[config.mk]
export PLATFORM = sky130hd
export DESIGN_NAME = sapq_top
export DESIGN_NICKNAME = d
export VERILOG_FILES = /design/src/hw/sapq_pkg.sv /design/src/hw/sapq_top.sv
export VERILOG_INCLUDE_DIRS = /design/src /design/src/hw
export SDC_FILE = /design/constraint.sdc
export NUM_CORES = 1
export LEC_CHECK = 0
export BUFFER_PORTS_ARGS = -buffer_cell sky130_fd_sc_hd__buf_2
export CORE_AREA = 4 4 185 187
export CTS_CLUSTER_DIAMETER = 50
export DETAILED_ROUTE_END_ITERATION = 10
export DIE_AREA = 0 0 189 191
export PLACE_DENSITY_LB_ADDON = 0.08
export SLEW_MARGIN = 10
export SYNTH_ARGS = -nofsm -noshare
export SYNTH_HDL_FRONTEND = slang
export SYNTH_SLANG_ARGS = --single-unit
[constraint.sdc]
create_clock -name aclk -period 8.2 [get_ports aclk]
set_clock_uncertainty 0.05 [all_clocks]
set_input_delay 0.82 -clock aclk [delete_from_list [all_inputs] [get_ports aclk]]
set_output_delay 0.82 -clock aclk [all_outputs]
set_load 0.01 [all_outputs]
[src/hw/sapq_params.svh]
// constants of the pair sequencer: register map, fields, resets, timing
// assumes a 32-bit register bus where each register takes one aligned word
// Function
// - one conversion at a time; starts spaced for at most two million per second
// - at most three held inputs: two dedicated holds plus one shared hold
// - several pending pairs are served in turn, lowest pair first
// - each pair picks its own trigger out of sixteen sources
// - each dedicated hold is triggered independently of the others
// - reference pair converts channels twelve and thirteen
// - power-on bit fifteen enables the converter, clearing it turns it off
// - idle-stop bit halts the converter while the device idles
// - clock-select bit picks auxiliary source when set, primary when clear
// - global soft trigger fires selecting pairs; software clears it, hardware never
// - format bit: set left-justifies result, clear right-justifies it
// - early bit: pair interrupt after first conversion, else after second
// - order bit: odd input first when set, even input first when clear
// - sequential: shared hold samples at second start, or first if odd-first
// - not sequential: shared samples with trigger if idle, else at next first start
// - free-run: dedicated hold samples constantly, stops at its trigger
// - not free-run: dedicated hold samples two converter ticks after trigger
// - divider field divides source by value plus one, reset divide-by-four
// - configuration fields change only while converter is off
// - ready flag set by hardware at data ready, cleared by writing zero
// - pending flag set by trigger, held until the pair completes
`ifndef SAPQ_PARAMS_SVH
`define SAPQ_PARAMS_SVH
// register byte offsets
`define SAPQ_ADDR_CTRL 8'h00
`define SAPQ_ADDR_STAT 8'h04
`define SAPQ_ADDR_TRIG 8'h08
`define SAPQ_ADDR_PEND 8'h0C
`define SAPQ_ADDR_RES0 8'h10
`define SAPQ_NUM_RES 10
// control register fields
`define SAPQ_B_ON 15
`define SAPQ_B_SIDL 13
`define SAPQ_B_AUX 12
`define SAPQ_B_GSW 10
`define SAPQ_B_RESULT_JUSTIFY_SELECT 8
`define SAPQ_B_EIE 7
`define SAPQ_B_ORDER 6
`define SAPQ_B_SEQ 5
`define SAPQ_B_ASYNC 4
`define SAPQ_B_DIV_HI 2
`define SAPQ_B_DIV_LO 0
`define SAPQ_CTRL_RST 16'h0003
`define SAPQ_CTRL_WMASK 16'hB5F7
`define SAPQ_CTRL_LIVE 16'hA400
// channel numbers of the reference pair
`define SAPQ_REF_CHAN 4'hC
// trigger selector codes: zero never fires, one is the global soft trigger
`define SAPQ_TRG_GSW 4'h1
// sampling and conversion timing
`define SAPQ_SAMPLE_TICKS 2'h2
`define SAPQ_CONV_NS 500
`define SAPQ_CLK_KHZ 20000
// bus responses
`define SAPQ_RESP_OKAY 2'h0
`define SAPQ_RESP_SLVERR 2'h2
`endif

[src/hw/sapq_pkg.sv]
// types of the pair sequencer
// assumes sapq_params.svh for the figures
package sapq_pkg;
  // sequencer states
  typedef enum logic [1:0] {
    ST_IDLE = 2'b00,
    ST_START = 2'b01,
    ST_WAIT = 2'b10,
    ST_DONE = 2'b11
  } sapq_state_type;
  // request to the approximation engine
  typedef struct packed {
    logic start;
    logic [3:0] chan;
  } sapq_conv_req_type;
  // answer from the approximation engine
  typedef struct packed {
    logic done;
    logic [9:0] data;
  } sapq_conv_rsp_type;
endpackage

[src/hw/sapq_top.sv]
// pair sequencer of a single-engine 10-bit converter with an AXI4-Lite slave
// assumes triggers, idle and source ticks come from logic on aclk
`include "sapq_params.svh"
module sapq_top import sapq_pkg::*; #(
  parameter int NUM_PAIRS = 5,
  parameter int NUM_DED = 2
) (
  // clock and reset
  input wire logic aclk,
  input wire logic aresetn,
  // register bus
  input wire logic s_axi_awvalid,
  output logic s_axi_awready,
  input wire logic [7:0] s_axi_awaddr,
  input wire logic s_axi_wvalid,
  output logic s_axi_wready,
  input wire logic [31:0] s_axi_wdata,
  input wire logic [3:0] s_axi_wstrb,
  output logic s_axi_bvalid,
  input wire logic s_axi_bready,
  output logic [1:0] s_axi_bresp,
  input wire logic s_axi_arvalid,
  output logic s_axi_arready,
  input wire logic [7:0] s_axi_araddr,
  output logic s_axi_rvalid,
  input wire logic s_axi_rready,
  output logic [31:0] s_axi_rdata,
  output logic [1:0] s_axi_rresp,
  // system state and source clock ticks
  input wire logic idle_mode,
  input wire logic primary_tick,
  input wire logic aux_tick,
  // trigger pulses from pwm generators and timers
  input wire logic [13:0] trig_in,
  // approximation engine
  output sapq_conv_req_type conv_req,
  input wire sapq_conv_rsp_type conv_rsp,
  // sample-and-hold controls and pair interrupts
  output logic [NUM_DED-1:0] ded_sampling,
  output logic shared_sample,
  output logic [NUM_PAIRS-1:0] pair_irq
);
  localparam int CONV_CYC = (`SAPQ_CONV_NS * `SAPQ_CLK_KHZ + 999999) / 1000000;
  localparam int PW = $clog2(NUM_PAIRS);

  ////////////////////////////////////////////////////////////////////////
  // registers and state
  logic [15:0] ctrl_r;
  logic [NUM_PAIRS-1:0] ready_r, pend_r;
  logic [4*NUM_PAIRS-1:0] trig_sel_r;
  logic [15:0] res_r [`SAPQ_NUM_RES];
  sapq_state_type state_r;
  logic [PW-1:0] cur_r;
  logic second_r, gsw_d_r;
  logic [2:0] div_cnt_r;
  logic [7:0] space_r;
  logic [1:0] ded_cnt_r [NUM_DED];
  logic [NUM_DED-1:0] ded_held_r;
  logic shared_wait_r;
  logic [7:0] awaddr_r, araddr_r;
  logic aw_full_r, w_full_r;
  logic [31:0] wdata_r;
  logic [3:0] wstrb_r;

  ////////////////////////////////////////////////////////////////////////
  // control decode
  wire converter_power_on = ctrl_r[`SAPQ_B_ON];
  wire run = converter_power_on & ~(ctrl_r[`SAPQ_B_SIDL] & idle_mode);
  wire result_justify_select = ctrl_r[`SAPQ_B_RESULT_JUSTIFY_SELECT];
  wire early_irq_select = ctrl_r[`SAPQ_B_EIE];
  wire order = ctrl_r[`SAPQ_B_ORDER];
  wire seqs = ctrl_r[`SAPQ_B_SEQ];
  wire async_s = ctrl_r[`SAPQ_B_ASYNC];
  wire [2:0] div = ctrl_r[`SAPQ_B_DIV_HI:`SAPQ_B_DIV_LO];
  wire src_tick = ctrl_r[`SAPQ_B_AUX] ? aux_tick : primary_tick;
  wire adc_tick = run & src_tick & (div_cnt_r == div);

  // triggers: code zero never fires, code one is the soft trigger edge
  wire gsw_pulse = ctrl_r[`SAPQ_B_GSW] & ~gsw_d_r;
  wire [15:0] trg_vec = {trig_in, gsw_pulse, 1'b0};
  logic [NUM_PAIRS-1:0] pair_trig;
  logic [PW-1:0] low_idx;
  always_comb begin
    low_idx = '0;
    for (int p = NUM_PAIRS - 1; p >= 0; p--) begin
      pair_trig[p] = run & trg_vec[trig_sel_r[4*p +: 4]];
      if (pend_r[p]) begin
        low_idx = PW'(p);
      end
    end
  end

  // channel of the current conversion
  wire phase_odd = second_r ^ order;
  wire is_ref = (cur_r == PW'(NUM_PAIRS - 1));
  wire [3:0] chan = is_ref ? (`SAPQ_REF_CHAN | 4'(phase_odd))
                           : {1'b0, 2'(cur_r), phase_odd};
  wire [3:0] res_idx = {3'(cur_r), phase_odd};
  wire [15:0] fmt = result_justify_select ? {conv_rsp.data, 6'h00} : {6'h00, conv_rsp.data};
  wire cur_ded = (cur_r < PW'(NUM_DED));
  wire ded_busy = cur_ded & ~async_s & (ded_cnt_r[cur_r[0]] != 2'h0);
  wire can_start = adc_tick & (space_r == 8'h00) & ~ded_busy;
  wire got = (state_r == ST_WAIT) & conv_rsp.done;
  wire fire_first = (state_r == ST_START) & can_start & ~second_r;
  wire fire_second = (state_r == ST_START) & can_start & second_r;
  wire shared_at_start = seqs ? (order ? fire_first : fire_second)
                              : (shared_wait_r & fire_first);

  ////////////////////////////////////////////////////////////////////////
  // conversion clock divider and start spacing
  always_ff @(posedge aclk) begin
    if (!aresetn || !run) begin
      div_cnt_r <= 3'h0;
    end else if (src_tick) begin
      div_cnt_r <= (div_cnt_r == div) ? 3'h0 : div_cnt_r + 3'h1;
    end
  end
  always_ff @(posedge aclk) begin
    if (!aresetn) begin
      space_r <= 8'h00;
    end else if (conv_req.start) begin
      space_r <= 8'(CONV_CYC - 2);
    end else if (space_r != 8'h00) begin
      space_r <= space_r - 8'h01;
    end
  end

  ////////////////////////////////////////////////////////////////////////
  // pair sequencer
  always_ff @(posedge aclk) begin
    if (!aresetn || !converter_power_on) begin
      state_r <= ST_IDLE;
      cur_r <= '0;
      second_r <= 1'b0;
    end else if (run) begin
      unique case (state_r)
        ST_IDLE: begin
          if (|pend_r) begin
            cur_r <= low_idx;
            second_r <= 1'b0;
            state_r <= ST_START;
          end
        end
        ST_START: if (can_start) state_r <= ST_WAIT;
        ST_WAIT: begin
          if (conv_rsp.done) begin
            second_r <= 1'b1;
            state_r <= second_r ? ST_DONE : ST_START;
          end
        end
        ST_DONE: state_r <= ST_IDLE;
      endcase
    end
  end
  // engine request and pair interrupts
  always_ff @(posedge aclk) begin
    if (!aresetn) begin
      conv_req <= '0;
      pair_irq <= '0;
      shared_sample <= 1'b0;
    end else begin
      conv_req.start <= (state_r == ST_START) & can_start;
      conv_req.chan <= chan;
      shared_sample <= shared_at_start | (run & ~seqs & (state_r == ST_IDLE) & |pair_trig);
      pair_irq <= '0;
      if (run && got && (second_r != early_irq_select)) begin
        pair_irq[cur_r] <= 1'b1;
      end
    end
  end
  // shared hold missed the trigger while busy, so it samples at the next first start
  always_ff @(posedge aclk) begin
    if (!aresetn || !converter_power_on) begin
      shared_wait_r <= 1'b0;
    end else if (run) begin
      if (|pair_trig && state_r != ST_IDLE) begin
        shared_wait_r <= 1'b1;
      end else if (fire_first) begin
        shared_wait_r <= 1'b0;
      end
    end
  end

  // dedicated holds, one per low pair
  for (genvar d = 0; d < NUM_DED; d++) begin : g_ded
    always_ff @(posedge aclk) begin
      if (!aresetn || !converter_power_on) begin
        ded_cnt_r[d] <= 2'h0;
        ded_held_r[d] <= 1'b0;
      end else if (pair_trig[d]) begin
        ded_held_r[d] <= 1'b1;
        ded_cnt_r[d] <= async_s ? 2'h0 : `SAPQ_SAMPLE_TICKS;
      end else begin
        if (adc_tick && ded_cnt_r[d] != 2'h0) begin
          ded_cnt_r[d] <= ded_cnt_r[d] - 2'h1;
        end
        if (state_r == ST_DONE && cur_r == PW'(d)) begin
          ded_held_r[d] <= 1'b0;
        end
      end
    end
    always_ff @(posedge aclk) begin
      if (!aresetn) begin
        ded_sampling[d] <= 1'b0;
      end else begin
        ded_sampling[d] <= async_s ? (run & ~ded_held_r[d] & ~pair_trig[d])
                                   : (ded_cnt_r[d] != 2'h0) | (pair_trig[d] & run);
      end
    end
  end

  ////////////////////////////////////////////////////////////////////////
  // bus write path
  wire do_wr = aw_full_r & w_full_r & ~s_axi_bvalid;
  wire [31:0] wmask = {{8{wstrb_r[3]}}, {8{wstrb_r[2]}}, {8{wstrb_r[1]}}, {8{wstrb_r[0]}}};
  wire [31:0] wmd = wdata_r & wmask;
  wire wr_ctrl = do_wr & (awaddr_r == `SAPQ_ADDR_CTRL);
  wire wr_stat = do_wr & (awaddr_r == `SAPQ_ADDR_STAT);
  wire wr_trig = do_wr & (awaddr_r == `SAPQ_ADDR_TRIG);
  wire wr_pend = do_wr & (awaddr_r == `SAPQ_ADDR_PEND);
  wire wr_res = (awaddr_r >= `SAPQ_ADDR_RES0) &
                (awaddr_r < 8'(`SAPQ_ADDR_RES0 + 4 * `SAPQ_NUM_RES)) & (awaddr_r[1:0] == 2'h0);
  wire wr_ok = wr_ctrl | wr_stat | wr_trig | wr_pend | (do_wr & wr_res);
  wire [15:0] ctrl_m = converter_power_on ? `SAPQ_CTRL_LIVE : `SAPQ_CTRL_WMASK;
  wire [15:0] ctrl_wm = ctrl_m & wmask[15:0];
  wire [NUM_PAIRS-1:0] stat_clr = wmask[NUM_PAIRS-1:0] & ~wdata_r[NUM_PAIRS-1:0];

  always_ff @(posedge aclk) begin
    if (!aresetn) begin
      aw_full_r <= 1'b0;
      w_full_r <= 1'b0;
      awaddr_r <= 8'h00;
      wdata_r <= 32'h0000_0000;
      wstrb_r <= 4'h0;
      s_axi_bvalid <= 1'b0;
      s_axi_bresp <= `SAPQ_RESP_OKAY;
    end else begin
      if (s_axi_awvalid && s_axi_awready) begin
        aw_full_r <= 1'b1;
        awaddr_r <= s_axi_awaddr;
      end
      if (s_axi_wvalid && s_axi_wready) begin
        w_full_r <= 1'b1;
        wdata_r <= s_axi_wdata;
        wstrb_r <= s_axi_wstrb;
      end
      if (do_wr) begin
        aw_full_r <= 1'b0;
        w_full_r <= 1'b0;
        s_axi_bvalid <= 1'b1;
        s_axi_bresp <= wr_ok ? `SAPQ_RESP_OKAY : `SAPQ_RESP_SLVERR;
      end else if (s_axi_bready) begin
        s_axi_bvalid <= 1'b0;
      end
    end
  end
  assign s_axi_awready = ~aw_full_r;
  assign s_axi_wready = ~w_full_r;

  // control, trigger select; soft trigger is left to software to clear
  always_ff @(posedge aclk) begin
    if (!aresetn) begin
      ctrl_r <= `SAPQ_CTRL_RST;
      trig_sel_r <= '0;
      gsw_d_r <= 1'b0;
    end else begin
      gsw_d_r <= ctrl_r[`SAPQ_B_GSW];
      if (wr_ctrl) begin
        ctrl_r <= (ctrl_r & ~ctrl_wm) | (wdata_r[15:0] & ctrl_wm);
      end
      if (wr_trig) begin
        trig_sel_r <= (trig_sel_r & ~wmask[4*NUM_PAIRS-1:0]) | wmd[4*NUM_PAIRS-1:0];
      end
    end
  end

  // ready and pending flags: hardware set beats software clear
  always_ff @(posedge aclk) begin
    if (!aresetn) begin
      ready_r <= '0;
      pend_r <= '0;
    end else begin
      ready_r <= (ready_r & ~(wr_stat ? stat_clr : '0)) |
                 ((state_r == ST_DONE && run) ? (NUM_PAIRS'(1) << cur_r) : '0);
      if (!converter_power_on) begin
        pend_r <= '0;
      end else begin
        pend_r <= (pend_r & ~((state_r == ST_DONE && run) ? (NUM_PAIRS'(1) << cur_r) : '0))
                  | pair_trig | (wr_pend ? wmd[NUM_PAIRS-1:0] : '0);
      end
    end
  end

  // results, one per input
  always_ff @(posedge aclk) begin
    if (!aresetn) begin
      for (int i = 0; i < `SAPQ_NUM_RES; i++) begin
        res_r[i] <= 16'h0000;
      end
    end else if (run && got) begin
      res_r[res_idx] <= fmt;
    end
  end

  ////////////////////////////////////////////////////////////////////////
  // bus read path
  wire [7:0] rel = araddr_r - `SAPQ_ADDR_RES0;
  wire rd_res = (araddr_r >= `SAPQ_ADDR_RES0) & (rel < 8'(4 * `SAPQ_NUM_RES)) & (rel[1:0] == 2'h0);
  logic [31:0] rd_data;
  logic rd_ok;
  always_comb begin
    rd_ok = 1'b1;
    rd_data = 32'h0000_0000;
    if (araddr_r == `SAPQ_ADDR_CTRL) rd_data[15:0] = ctrl_r;
    else if (araddr_r == `SAPQ_ADDR_STAT) rd_data[NUM_PAIRS-1:0] = ready_r;
    else if (araddr_r == `SAPQ_ADDR_TRIG) rd_data[4*NUM_PAIRS-1:0] = trig_sel_r;
    else if (araddr_r == `SAPQ_ADDR_PEND) rd_data[NUM_PAIRS-1:0] = pend_r;
    else if (rd_res) rd_data[15:0] = res_r[rel[5:2]];
    else rd_ok = 1'b0;
  end
  logic ar_full_r;
  always_ff @(posedge aclk) begin
    if (!aresetn) begin
      ar_full_r <= 1'b0;
      araddr_r <= 8'h00;
      s_axi_rvalid <= 1'b0;
      s_axi_rdata <= 32'h0000_0000;
      s_axi_rresp <= `SAPQ_RESP_OKAY;
    end else begin
      if (s_axi_arvalid && s_axi_arready) begin
        ar_full_r <= 1'b1;
        araddr_r <= s_axi_araddr;
      end else if (ar_full_r && !s_axi_rvalid) begin
        ar_full_r <= 1'b0;
        s_axi_rvalid <= 1'b1;
        s_axi_rdata <= rd_data;
        s_axi_rresp <= rd_ok ? `SAPQ_RESP_OKAY : `SAPQ_RESP_SLVERR;
      end else if (s_axi_rready) begin
        s_axi_rvalid <= 1'b0;
      end
    end
  end
  assign s_axi_arready = ~ar_full_r & ~s_axi_rvalid;
endmodule

**Word level (Yosys, flattened, before mapping)**

Memory sizes are Yosys's and may differ from the RTL's. A register that Yosys moved wholly into a read port is not among the register bits.
Cells that the tools add are included.
W data, S select, Z words.

- Flip-flop bits (word level): 148
- Memory bits (writable): 164
- Input port bits: 87
- Output and inout port bits: 54
- Word-level logic and storage cells: 306
- Memories: 2

- Add/subtract/negate cells: 5
- $lt $le $gt $ge: 12
- Equal/unequal tests: 16
- Shifts and indexed selects: 1
- Multiplexer cells: 97
- Bitwise logic cells: 87
- Reductions and logical operators: 53

Memory list:

| name | words | bits a word | rd ports | clocked after Yosys merged registers in | wr ports | RTL line | source |
|---|---|---|---|---|---|---|---|
| res_r | 10 | 16 | 1 | 0 | 10 | sapq_top.sv:51 | `` logic [15:0] res_r [`SAPQ_NUM_RES]; `` |
| ded_cnt_r | 2 | 2 | 3 | 1 | 2 | sapq_top.sv:57 | `logic [1:0] ded_cnt_r [NUM_DED];` |

Operator list:

| kind | number |
|---|---|
| $mux W16 | 5 |
| $mux W1 | 53 |
| $and A16 B16 Y16 | 3 |
| $and A1 B1 Y1 | 40 |
| $and A20 B20 Y20 | 2 |
| $eq A8 B4 Y1 const B | 4 |
| $lt A4 B5 Y1 const B | 5 |
| $mux W5 | 5 |
| $logic_not A8 Y1 | 3 |
| $mux W4 | 6 |
| $reduce_bool A2 Y1 | 12 |
| $mux W2 | 11 |
| $bmux W1 S4 | 5 |
| $not A20 Y20 | 1 |
| $or A20 B20 Y20 | 1 |
| $mux W3 | 6 |
| $not A1 Y1 | 17 |
| $eq A8 B3 Y1 const B | 2 |
| $ge A8 B5 Y1 const B | 2 |
| $lt A8 B6 Y1 const B | 2 |
| $not A16 Y16 | 1 |
| $or A16 B16 Y16 | 1 |
| $reduce_or A16 Y1 | 1 |
| $and A5 B5 Y5 | 3 |
| 36 further kinds | 80 |

**Longest topological paths before layout**

- Depth after elaboration: 12
- Gate-level depth with buffers: 10
- Mapped depth without buffers: 8

**Worst setup path before layout**

Ideal clock, no wire load.

- Kind: input -> register
- Start point: in aresetn
- End point: mem res_r[10][0] (enable)
- Library setup time: 0.430 ns
- Arrival: 3.044 ns
- Required time: 7.720 ns
- Slack: 4.676 ns
- Stages: 4
- Path buffers: 1
- Cell sequence: and2_1 clkbuf_1 nand3_1 nor4_1

RTL lines:

| what | RTL line | source |
|---|---|---|
| from (decl) | sapq_top.sv:10 | `input wire logic aresetn,` |
| to (decl) | sapq_top.sv:51 |  |

==> metrics.md <==
| Metric | Value |
|---|---|
| Outcome | `finished clean` |
| Clk sink count | `between 400 and 500` |
| Pint | `3.61 mW` |
| Clock Power Share | `44.1%` |
| Met3 wire len | `2590 µm` |
| Hold WC Path Type | `reg -> reg` |
| First-pass GRT wire length | `66700 µm` |
| Drt initial violations | `937` |
| Final net count | `1605` |
| Nature of the critical path endpoint | `register` |
| Final period util | `50.4%` |
| Mapped Cells | `between 1000 and 1500` |
| Main flop type after synthesis | `edfxtp_1` |
| FF+latch count, synth | `403` |
| Max Cap Viol | `0` |
| Startpoint types | `register` |
| CTS resizes | `0` |
| Setup TNS | `0 ns` |
| Worst path setup slack after routing | `between 4 and 5 ns` |
| Final-report max-slew violation count | `0` |
| Synth warn | `0` |
| Top routing layer in use | `met4` |
| Achievable Freq | `242 MHz` |
| Sequential area share after synthesis | `60.5%` |
| Later-pin clock latency in the skew report | `0.58 ns` |
| R2R setup slack | `4.07 ns` |
| # port buffers | `113` |
| Post-Syn Area per Cell | `12.4 µm²` |
| Maximum clock path buffer count | `3` |
| Post-CTS Setup Repair Bufs | `0` |
| Worst Path Arrival | `4.28 ns` |
| Leading cell type in the layout, fill and taps excluded | `edfxtp_1` |
| Peak supply drop | `0.181 mV` |
| # IOs | `141` |
| Endpoints failing setup | `0` |
| Cell variety after synth | `65` |
| Final HPWL DP | `29200 µm` |
| H-tree depth | `2` |
| Power per cell area | `235 nW/µm²` |
| Sequential power share | `48.5%` |
| Unrepaired setup endpoints after global routing | `false` |
| Layout area overhead | `13.6%` |
| Largest net degree at the start of global routing | `100` |
| Hold depth | `2` |
| Commonest non-fill, non-tap cells in the layout | `edfxtp_1 (260), nor2_1 (211), nand2_1 (180), dfxtp_1 (141), buf_2 (112)` |
| Vias/cell | `around 5.7` |
| Via count | `around 11000` |
| Root Driver | `clkbuf_16` |
| Layout fillers | `2627` |
| Vias in the first global route | `11600` |
| R2r worst-path depth | `5` |
| Dpl ws | `3.67 ns` |
| Placer congestion estimate | `0.852` |
| Worst Hold Slack | `0.415 ns` |
| Layout cell share with drive strength beyond 1 | `20.7%` |
| Routed WL | `42800 µm` |
| Total grt overflow | `0` |
| Drt pass-1 iters | `4` |
| Clock slew at reported path FFs | `0.06 ns` |
| Switching Share | `23.2%` |
| Logic gate share of total power | `7.5%` |
| Crit-path max FO | `17` |
| Mapped Area | `17600 µm²` |
| Rows | `66` |
| Setup CP Type | `reg -> reg` |
| Full die area | `about 36000 µm²` |
| CTS tree | `built` |
| Min Tclk post-route | `4.13 ns` |
| Gr usage total | `24.1%` |
| Wire per inst | `21.5 µm` |
| P_sw | `1.09 mW` |
| Initial antenna violation count | `0` |
| Tot Pwr | `about 4.7 mW` |
| Worst Path Required | `8.35 ns` |
| CTS Buf Count | `between 40 and 50` |
| Die Wd | `189 µm` |
| Hold-fix buffers, CTS | `0` |
| Routed wl met2 | `21000 µm` |
| WL met1 | `18100 µm` |
| Core area | `32500 µm²` |
| Worst hold start | `s_axi_rdata[17]$_SDFFE_PN0P_` |
| Final antenna-violating net count | `0` |
| Worst-margin pin slew | `between 1 and 1.5 ns` |
| DRC viols | `0` |
| Max_slew headroom | `27.8%` |
| Lkg Pwr | `6.93 nW` |
| Async S/R FF share, synth | `0%` |
| EDFF count, synth | `260` |
| Hold Violations, Final | `0` |
| Starting Density | `between 50 and 60%` |
| Die Span Y | `191 µm` |
-- cell type report --
| cell class | instances | area, µm² | share of cell area [%] |
|---|---|---|---|
| Antenna cell | 1 | 2.50 | 0.0125 |
| Multi-Input combinational cell | 901 | 6450 | 32.2 |
| Clock buffer | 50 | 1130 | 5.66 |
| Tap cell | 442 | 553 | 2.76 |
| Timing Repair Buffer | 130 | 696 | 3.47 |
| Sequential cell | 403 | 10700 | 53.3 |
| Inverter | 32 | 120 | 0.600 |
| Clock inverter | 32 | 389 | 1.94 |
-- routing by layer --
metal  vias up  global-route usage, %
met4         0                   7.60
met2       363                   40.9
met3        62                   3.83
li1       5341                      -
met1      5676                   32.3
met5         -                      0
-- worst paths after layout --
kind,endpoint
max reg2reg,res_r[5][8]$_SDFFCE_PN0P_
min,s_axi_rdata[17]$_SDFFE_PN0P_
min reg2reg,s_axi_rdata[17]$_SDFFE_PN0P_
max,res_r[5][8]$_SDFFCE_PN0P_
-- critical path: stages, from the launching register on --
cell,delay (ns)
dfxtp_1,0.63
and2_1,0.48
nand2_1,0.24
o21ai_0,0.37
nand4_1,0.90
nand2_1,1.07
-- cell families after synthesis --
logic type | share of synthesized area, %
AND/OR/NAND/NOR | 13.5
flip-flops | 60.5
AO/OA/AOI/OAI | 7.55
multiplexers | 14.2
buffers and inverters | 3.19
XOR/XNOR | 0.596
adder cells (fa/ha/maj) | 0.426
other | 0.0213
-- power groups by stage --
| stage | registers (mW) | logic (mW) | clock network (mW) |
|---|---|---|---|
| 2_1_floorplan | 2.30 | 0.262 | 0 |
| 3_3_place_gp | 2.32 | 0.345 | 0 |
| 3_5_place_dp | 2.32 | 0.352 | 0 |
| 4_1_cts | 2.28 | 0.354 | 2.11 |
| 5_1_grt | 2.29 | 0.387 | 2.20 |
| 6_report | 2.28 | 0.350 | 2.07 |
-- cells in the mapped netlist, types with 11 or more instances --
master,n,share of area (%)
nand2_1,180,3.8
a21boi_1,16,0.68
dfxtp_1,143,16
mux2i_1,40,2.3
a21boi_0,50,2.1
inv_1,32,0.68
nand3_1,33,0.94
buf_4,14,0.60
a21oi_1,34,0.97
o21ai_0,45,1.3
and2_1,13,0.46
nor2_1,211,4.5
nand2b_1,11,0.39
nor3_1,16,0.45
clkbuf_1,70,1.5
nor2b_1,23,0.82
edfxtp_1,260,44
mux4_2,90,12
-- state kept, by name (all words and copies together) (netlist names), 2 cells and up, named ones only --
register	count
araddr_r	8
awaddr_r	8
conv_req	5
cur_r	3
ded_cnt_r	4
ded_held_r	2
ded_sampling	2
div_cnt_r	3
pair_irq	5
pend_r	5
ready_r	5
res_r	256
s_axi_rdata	20
space_r	8
state_r	2
wdata_r	20
wstrb_r	3
-- metrics by stage --
step	area, µm²	utilization, %	instances
2_1_floorplan	17700	-	1435
3_3_place_gp	18500	57.0	1908
3_5_place_dp	18500	57.0	1908
4_1_cts	20000	61.7	1990
5_1_grt	20000	61.7	1990
6_report	20000	61.7	1991
No activity file was read; power rests on OpenSTA's default activity.
